--- config.mk ---
export PLATFORM = sky130hd
export DESIGN_NAME = stop_mode_clock_power_gating
export DESIGN_NICKNAME = d
export VERILOG_FILES = /design/src/stop_gating_pkg.sv /design/src/decode_if.sv /design/src/stop_mode_clock_power_gating.sv /design/src/sync_2ff.sv /design/src/reg_group_decode.sv
export SDC_FILE = /design/constraint.sdc
export NUM_CORES = 1
export LEC_CHECK = 0
export ABC_AREA = 0
export BUFFER_PORTS_ARGS = -buffer_cell sky130_fd_sc_hd__buf_4
export CAP_MARGIN = 40
export CORE_UTILIZATION = 40
export CTS_BUF_LIST = sky130_fd_sc_hd__clkbuf_2 sky130_fd_sc_hd__clkbuf_4 sky130_fd_sc_hd__clkbuf_8
export DETAILED_ROUTE_END_ITERATION = 12
export HOLD_SLACK_MARGIN = 0.03
export PLACE_DENSITY = 0.7
export SETUP_SLACK_MARGIN = 0.1
export SYNTH_ARGS = -nofsm -noshare
export SYNTH_HDL_FRONTEND = slang
export SYNTH_SLANG_ARGS = --single-unit
--- constraint.sdc ---
create_clock -name ref_clk -period 1 [get_ports ref_clk]
set_clock_uncertainty 0.2 [all_clocks]
set_input_delay 0.1 -clock ref_clk [delete_from_list [all_inputs] [get_ports ref_clk]]
set_output_delay 0.1 -clock ref_clk [all_outputs]
set_load 0.05 [all_outputs]
--- src/stop_gating_pkg.sv ---
`default_nettype none
package stop_gating_pkg;

  // ==========================================================
  // Register group address windows
  localparam logic [15:0] DIRECT_PAGE_LO = 16'h0000;
  localparam logic [15:0] DIRECT_PAGE_HI = 16'h007f;
  localparam logic [15:0] HIGH_PAGE_LO = 16'h1800;
  localparam logic [15:0] HIGH_PAGE_HI = 16'h185f;
  localparam logic [15:0] NONVOL_LO = 16'hffb0;
  localparam logic [15:0] NONVOL_HI = 16'hffbf;

  // ==========================================================
  // Widths and reset values
  localparam int ADDR_W = 16;
  localparam int WAKE_W = 1;
  localparam logic CLK_ON = 1'b1;
  localparam logic CLK_OFF = 1'b0;

  // ==========================================================
  // Sequencer states
  typedef enum logic [2:0] {
    ST_RUN = 3'b000,
    ST_ENTER = 3'b001,
    ST_RETAIN = 3'b010,
    ST_PWRDN = 3'b011,
    ST_RESTORE = 3'b100
  } seq_state_type;

endpackage
`default_nettype wire

--- src/decode_if.sv ---
`default_nettype none
interface decode_if;
  logic [stop_gating_pkg::ADDR_W-1:0] addr;
  logic dp_hit;
  logic hp_hit;
  logic nv_hit;

  modport requester (
    output addr,
    input dp_hit,
    input hp_hit,
    input nv_hit
  );

  modport decoder (
    input addr,
    output dp_hit,
    output hp_hit,
    output nv_hit
  );
endinterface
`default_nettype wire

--- src/stop_mode_clock_power_gating.sv ---
// Functional notes
// - Entering any stop mode gates off all peripheral system clocks.
// - Debug enabled keeps debug clock in stop; peripheral clocks still halt.
// - Debug enabled turns a power-down stop request into retention stop.
// - Low-voltage stop enable turns a power-down stop request into retention.
// - Retention: regulator full on if debug or detector enabled, else standby.
// - Retention: clock source runs only if ref clock and stop enables set.
// - Retention: oscillator may run; high range also needs detector enabled.
// - Retention: converter runs only with async clock and detector enabled.
// - Retention: comparator on bandgap runs only with detector enabled.
// - Decode direct, high-page and nonvolatile register windows.
// - Stop only when stop enabled; else stop instruction gives illegal reset.
`default_nettype none
module stop_mode_clock_power_gating (
  input wire logic ref_clk,
  input wire logic reset_n,
  input wire logic stop_instr,
  input wire logic wake_irq,
  input wire logic wake_pin,
  input wire logic stop_instr_enable,
  input wire logic debug_enable_bit,
  input wire logic lvd_enable,
  input wire logic lvd_stop_enable,
  input wire logic power_down_select,
  input wire logic internal_ref_clock_enable,
  input wire logic internal_ref_stop_enable,
  input wire logic osc_enable,
  input wire logic osc_high_range,
  input wire logic adc_async_clk_enable,
  input wire logic cmp_bandgap_select,
  input wire logic [stop_gating_pkg::ADDR_W-1:0] cpu_addr,
  output logic cpu_clk_en,
  output logic periph_clk_en,
  output logic debug_clk_en,
  output logic regulator_full_on,
  output logic clk_src_ref_run,
  output logic osc_run,
  output logic adc_run,
  output logic cmp_run,
  output logic in_retention_stop,
  output logic in_power_down_stop,
  output logic illegal_opcode_reset,
  output logic direct_page_sel,
  output logic high_page_sel,
  output logic nonvol_sel
);

  // ==========================================================
  // Reset release
  logic rst_meta_r;
  logic rst_n_r;

  always_ff @(posedge ref_clk or negedge reset_n) begin
    if (!reset_n) begin
      rst_meta_r <= 1'b0;
      rst_n_r <= 1'b0;
    end else begin
      rst_meta_r <= 1'b1;
      rst_n_r <= rst_meta_r;
    end
  end

  // ==========================================================
  // Wake pin crossing
  logic wake_pin_s;
  logic wake;

  sync_2ff #(.WIDTH(stop_gating_pkg::WAKE_W)) u_wake_sync (
    .clk(ref_clk),
    .rst_n(rst_n_r),
    .din(wake_pin),
    .dout(wake_pin_s)
  );

  assign wake = wake_pin_s | wake_irq;

  // ==========================================================
  // Register group decode
  decode_if dec ();

  assign dec.addr = cpu_addr;

  reg_group_decode u_decode (
    .bus(dec.decoder)
  );

  always_ff @(posedge ref_clk or negedge rst_n_r) begin
    if (!rst_n_r) begin
      direct_page_sel <= 1'b0;
      high_page_sel <= 1'b0;
      nonvol_sel <= 1'b0;
    end else begin
      direct_page_sel <= dec.dp_hit;
      high_page_sel <= dec.hp_hit;
      nonvol_sel <= dec.nv_hit;
    end
  end

  // ==========================================================
  // Entry snapshot of the mode controls
  logic stop_take;
  logic demote;
  logic lvd_in_stop;
  logic dbg_r;
  logic lvd_r;
  logic pd_r;

  assign stop_take = stop_instr && stop_instr_enable;
  assign lvd_in_stop = lvd_enable && lvd_stop_enable;
  // Either keep-alive condition forbids the power-down mode
  assign demote = debug_enable_bit || lvd_stop_enable;

  stop_gating_pkg::seq_state_type state_r;
  stop_gating_pkg::seq_state_type state_nxt;

  always_ff @(posedge ref_clk or negedge rst_n_r) begin
    if (!rst_n_r) begin
      dbg_r <= 1'b0;
      lvd_r <= 1'b0;
      pd_r <= 1'b0;
    end else if (state_r == stop_gating_pkg::ST_RUN && stop_take) begin
      dbg_r <= debug_enable_bit;
      lvd_r <= lvd_in_stop;
      pd_r <= power_down_select && !demote;
    end
  end

  // ==========================================================
  // Sequencer
  always_comb begin
    state_nxt = state_r;
    case (state_r)
      stop_gating_pkg::ST_RUN: begin
        if (stop_take) begin
          state_nxt = stop_gating_pkg::ST_ENTER;
        end
      end
      stop_gating_pkg::ST_ENTER: begin
        state_nxt = pd_r ? stop_gating_pkg::ST_PWRDN
                         : stop_gating_pkg::ST_RETAIN;
      end
      stop_gating_pkg::ST_RETAIN,
      stop_gating_pkg::ST_PWRDN: begin
        if (wake) begin
          state_nxt = stop_gating_pkg::ST_RESTORE;
        end
      end
      stop_gating_pkg::ST_RESTORE: begin
        state_nxt = stop_gating_pkg::ST_RUN;
      end
      default: begin
        state_nxt = stop_gating_pkg::ST_RUN;
      end
    endcase
  end

  always_ff @(posedge ref_clk or negedge rst_n_r) begin
    if (!rst_n_r) begin
      state_r <= stop_gating_pkg::ST_RUN;
    end else begin
      state_r <= state_nxt;
    end
  end

  // ==========================================================
  // Illegal stop
  always_ff @(posedge ref_clk or negedge rst_n_r) begin
    if (!rst_n_r) begin
      illegal_opcode_reset <= 1'b0;
    end else begin
      illegal_opcode_reset <= state_r == stop_gating_pkg::ST_RUN &&
                              stop_instr && !stop_instr_enable;
    end
  end

  // ==========================================================
  // Digital clock enables
  // Enables only move from flops, so the downstream clock gates
  // never see a glitch; CPU comes back one cycle after peripherals.
  always_ff @(posedge ref_clk or negedge rst_n_r) begin
    if (!rst_n_r) begin
      cpu_clk_en <= stop_gating_pkg::CLK_ON;
      periph_clk_en <= stop_gating_pkg::CLK_ON;
      debug_clk_en <= stop_gating_pkg::CLK_ON;
    end else begin
      case (state_nxt)
        stop_gating_pkg::ST_RUN: begin
          cpu_clk_en <= stop_gating_pkg::CLK_ON;
          periph_clk_en <= stop_gating_pkg::CLK_ON;
          debug_clk_en <= stop_gating_pkg::CLK_ON;
        end
        stop_gating_pkg::ST_RESTORE: begin
          cpu_clk_en <= stop_gating_pkg::CLK_OFF;
          periph_clk_en <= stop_gating_pkg::CLK_ON;
          debug_clk_en <= stop_gating_pkg::CLK_ON;
        end
        default: begin
          cpu_clk_en <= stop_gating_pkg::CLK_OFF;
          periph_clk_en <= stop_gating_pkg::CLK_OFF;
          debug_clk_en <= (state_r == stop_gating_pkg::ST_RUN) ?
                          debug_enable_bit : dbg_r;
        end
      endcase
    end
  end

  // ==========================================================
  // Analog and power controls
  logic in_ret;
  logic in_pd;

  assign in_ret = state_nxt == stop_gating_pkg::ST_RETAIN;
  assign in_pd = state_nxt == stop_gating_pkg::ST_PWRDN;

  always_ff @(posedge ref_clk or negedge rst_n_r) begin
    if (!rst_n_r) begin
      regulator_full_on <= 1'b1;
      clk_src_ref_run <= 1'b1;
      osc_run <= 1'b0;
      adc_run <= 1'b1;
      cmp_run <= 1'b1;
      in_retention_stop <= 1'b0;
      in_power_down_stop <= 1'b0;
    end else if (in_ret) begin
      regulator_full_on <= dbg_r || lvd_r;
      clk_src_ref_run <= internal_ref_clock_enable &&
                         internal_ref_stop_enable;
      osc_run <= osc_enable && (!osc_high_range || lvd_r);
      adc_run <= adc_async_clk_enable && lvd_r;
      cmp_run <= !cmp_bandgap_select || lvd_r;
      in_retention_stop <= 1'b1;
      in_power_down_stop <= 1'b0;
    end else if (in_pd) begin
      regulator_full_on <= 1'b0;
      clk_src_ref_run <= 1'b0;
      osc_run <= 1'b0;
      adc_run <= 1'b0;
      cmp_run <= 1'b0;
      in_retention_stop <= 1'b0;
      in_power_down_stop <= 1'b1;
    end else begin
      regulator_full_on <= 1'b1;
      clk_src_ref_run <= 1'b1;
      osc_run <= osc_enable;
      adc_run <= 1'b1;
      cmp_run <= 1'b1;
      in_retention_stop <= 1'b0;
      in_power_down_stop <= 1'b0;
    end
  end
endmodule // stop_mode_clock_power_gating
`default_nettype wire

--- src/sync_2ff.sv ---
`default_nettype none
module sync_2ff #(
  parameter int WIDTH = 1
) (
  input wire logic clk,
  input wire logic rst_n,
  input wire logic [WIDTH-1:0] din,
  output logic [WIDTH-1:0] dout
);
  logic [WIDTH-1:0] meta_r;

  always_ff @(posedge clk or negedge rst_n) begin
    if (!rst_n) begin
      meta_r <= '0;
      dout <= '0;
    end else begin
      meta_r <= din;
      dout <= meta_r;
    end
  end
endmodule // sync_2ff
`default_nettype wire

--- src/reg_group_decode.sv ---
`default_nettype none
module reg_group_decode (
  decode_if.decoder bus
);
  // ==========================================================
  // Inclusive window compare for the three register groups
  always_comb begin
    bus.dp_hit = (bus.addr >= stop_gating_pkg::DIRECT_PAGE_LO) &&
                 (bus.addr <= stop_gating_pkg::DIRECT_PAGE_HI);
    bus.hp_hit = (bus.addr >= stop_gating_pkg::HIGH_PAGE_LO) &&
                 (bus.addr <= stop_gating_pkg::HIGH_PAGE_HI);
    bus.nv_hit = (bus.addr >= stop_gating_pkg::NONVOL_LO) &&
                 (bus.addr <= stop_gating_pkg::NONVOL_HI);
  end
endmodule // reg_group_decode
`default_nettype wire

==> impl_metrics.env <==
export IMPL_status="finished with violations"
export IMPL_violations="hold timing, setup timing"
export IMPL_power_density_nw_per_um2=2520
export IMPL_cts_reportedPaths_clkPinSlew_ps=120
export IMPL_die_w_um=49.8
export IMPL_synth_seq_cells=24
export IMPL_drt_initial_drc_count=7
export IMPL_cts_hold_buf=8
export IMPL_start_util_pct=44.3
export IMPL_hold_ws_ps=-248
export IMPL_yosys_warnings=0
export IMPL_cts_root_buf="clkbuf_4"
export IMPL_area_growth_pct=70.7
export IMPL_route_detailed_drc=0
export IMPL_crit_arrival_ps=1570
export IMPL_syn_avg_cell_area_um2=12.9
export IMPL_fill_cells=135
export IMPL_r2r_cells=3
export IMPL_max_freq_mhz=648
export IMPL_fp_dieH_um=49.8
export IMPL_track_usage_pct=17.6
export IMPL_first_pass_iters=4
export IMPL_wire_per_inst_um=12.6
export IMPL_tns_ps=-10430
export IMPL_power_leakage_nw=0.730
export IMPL_post_route_period_util_pct=154
export IMPL_peakVddDrop_mv=1.68
export IMPL_synth_nets=103
export IMPL_antenna_found_initial=0
export IMPL_synth_area_um2=913
export IMPL_tritoncts="yes"
export IMPL_clock_path_buffers=2
export IMPL_gr_total_overflow=0
export IMPL_drt_total_wl_um=1970
export IMPL_endpoint_kind="register"
export IMPL_reg2reg_from="state_r[1]"
export IMPL_ys_types=26
export IMPL_seqPwrFrac_pct=38.3
export IMPL_synth_edf_count=0
export IMPL_slowest_delay_ps=450
export IMPL_regMostFlops="state_r"
export IMPL_vias=768
export IMPL_critPathKind="reg2reg"
export IMPL_pin_count=46
export IMPL_hold_viol=14
export IMPL_critPathSlowestCell="or3b_4"
export IMPL_min_to="high_page_sel"
export IMPL_setup_ws_ps=-543
export IMPL_cts_sinks=24
export IMPL_antenna_cells=0
export IMPL_port_buffers=41
export IMPL_ys_seq_area_share_pct=66.7
export IMPL_hold_depth=2
export IMPL_row_count=16
export IMPL_netSwitchingFraction_pct=38.2
export IMPL_setup_viol=31
export IMPL_crit_fanout=5
export IMPL_worstPathCellList="or3b_4, a21oi_4, nor3b_2"
export IMPL_largest_reg_flops=3
export IMPL_clk_latency_ps=300
export IMPL_yosys_most_used_dff="dfrtp_1"
export IMPL_path_delay_family="simple AND/OR/NAND/NOR gates"
export IMPL_first_global_vias=787
export IMPL_async_reset_ff_share_pct=100
export IMPL_synthTopCellsByArea="dfrtp_1 (47%), dfstp_2 (20%), a21oi_4 (3.6%)"
export IMPL_drv_cap=0
export IMPL_grt_pass1_wl_um=3250
export IMPL_finalMaxSlewViolations=0
export IMPL_regToRegEndpoint="in_retention_stop"
export IMPL_viasPerCell=4.89
export IMPL_hold_start="cpu_addr[6]"
export IMPL_p_sw_w=0.00150
export IMPL_min_path_type="in2reg"
export IMPL_dp_hpwl_um=1420
export IMPL_combPwrFrac_pct=50.5
export IMPL_cts_buffers=3
export IMPL_startpoint_type="register"
export IMPL_grt_start_max_net_pins=23
export IMPL_netlist_instances=71
export IMPL_gp_congestion=0.777
export IMPL_internal_power_w=0.00242
export IMPL_core_area_um2=2060
export IMPL_pwr_share_clk_pct=11.2
export IMPL_required_ps=1030
export IMPL_rsz0062_at_grt="true"
export IMPL_drtAntennaViolNets=0
export IMPL_r2r_setup_slack_ps=-540
export IMPL_post_route_min_period_ps=1540
export IMPL_drive_gt1_share_pct=58.5
export IMPL_synth_top_area_share_pct=46.6
export IMPL_htreeDepth=1
export IMPL_num_nets_final=163
export IMPL_dieArea_um2=2480
export IMPL_fin_util_pct=75.6
export IMPL_synth_top_area_cell="dfrtp_1"
export IMPL_critPathBufInv=0
[layer usage]
layer	share of wire [%]	wire length [um]	GRT usage (%)	vias up
li1	-	-	-	365
met1	38	759	20.1	373
met2	56	1100	32.2	28
met3	4.7	93	3.70	2
met4	0.96	19	5.71	0
met5	0	0	0	-
[what timing repair did]
action | CTS | global route
endpoints found under the hold margin | 34 | 23
setup endpoints to repair | 31 | 34
pin swaps | 2 | 2
cloned | 1 | 0
buffers inserted | 0 | 1
resized for setup | 28 | 4
[Yosys cell counts, types with 2 or more instances]
cell / number
dfrtp_1: 17
dfstp_2: 7
nand2_1: 7
nor2_1: 7
nand2b_1: 3
nor3_1: 3
a21oi_1: 2
a21oi_4: 2
inv_1: 2
mux2_2: 2
mux2i_1: 2
nor3b_1: 2
nor4_1: 2
[power groups by stage]
stage | logic [W] | registers, W | clock network [W]
after floorplan | 0.000517 | 0.00204 | 0
after global placement | 0.00166 | 0.00146 | 0
after detailed placement | 0.00168 | 0.00146 | 0
after CTS | 0.00197 | 0.00150 | 0.000471
after global routing | 0.00208 | 0.00153 | 0.000503
final | 0.00198 | 0.00150 | 0.000440
[kinds of logic after synthesis]
| family | after synthesis | synth area share [%] |
|---|---|---|
| compound gates | 9 | 8.49 |
| buf+inv | 3 | 1.64 |
| flops | 24 | 66.7 |
| mux | 4 | 4.66 |
| other cells | 1 | 0.411 |
| simple gates | 30 | 18.1 |
[layout by cell type (no fill, tap or decap), types with 3 or more instances in the layout]
master / Yosys / final
clkbuf_4: 0 / 4
dlygate4sd3_1: 0 / 6
buf_4: 1 / 31
dfrtp_1: 17 / 16
buf_8: 0 / 7
buf_6: 0 / 10
nand2_1: 7 / 6
nand2b_1: 3 / 3
nor2_1: 7 / 6
dfstp_2: 7 / 7
[how the worst max path moves through the flow]
stage                        end  cells past startpoint  slack (ps)       start
4_1_cts        in_retention_stop                      3        -550  state_r[1]
6_report       in_retention_stop                      3        -540  state_r[1]
2_1_floorplan              dbg_r                      4        -560  state_r[1]
5_1_grt               state_r[0]                      3        -620  state_r[1]
3_3_place_gp   in_retention_stop                      3        -490  state_r[1]
3_5_place_dp   in_retention_stop                      3        -540  state_r[1]
[cell type report]
| class | count | area, um2 | area share [%] |
|---|---|---|---|
| flip-flops and latches | 24 | 611 | 39.2 |
| repair buffers | 55 | 531 | 34.0 |
| multi-input cells | 45 | 347 | 22.2 |
| well taps | 27 | 33.8 | 2.17 |
| clock buffers | 4 | 30.0 | 1.93 |
| inverters | 2 | 7.51 | 0.482 |
[metrics by stage]
stage	cells	total power [W]	setup slack, ps	instance area (um2)
6_report	157	0.00392	-543	1560
5_1_grt	157	0.00411	-616	1560
4_1_cts	158	0.00395	-554	1550
3_5_place_dp	145	0.00314	-540	1330
3_3_place_gp	145	0.00311	-488	1330
2_1_floorplan	71	0.00256	-563	937
[worst reg2reg max path, stage by stage, from the launching register on]
cell	delay [ps]
dfrtp_1	420
or3b_4	450
a21oi_4	220
nor3b_2	180
Power figures use the tool's default switching activity.
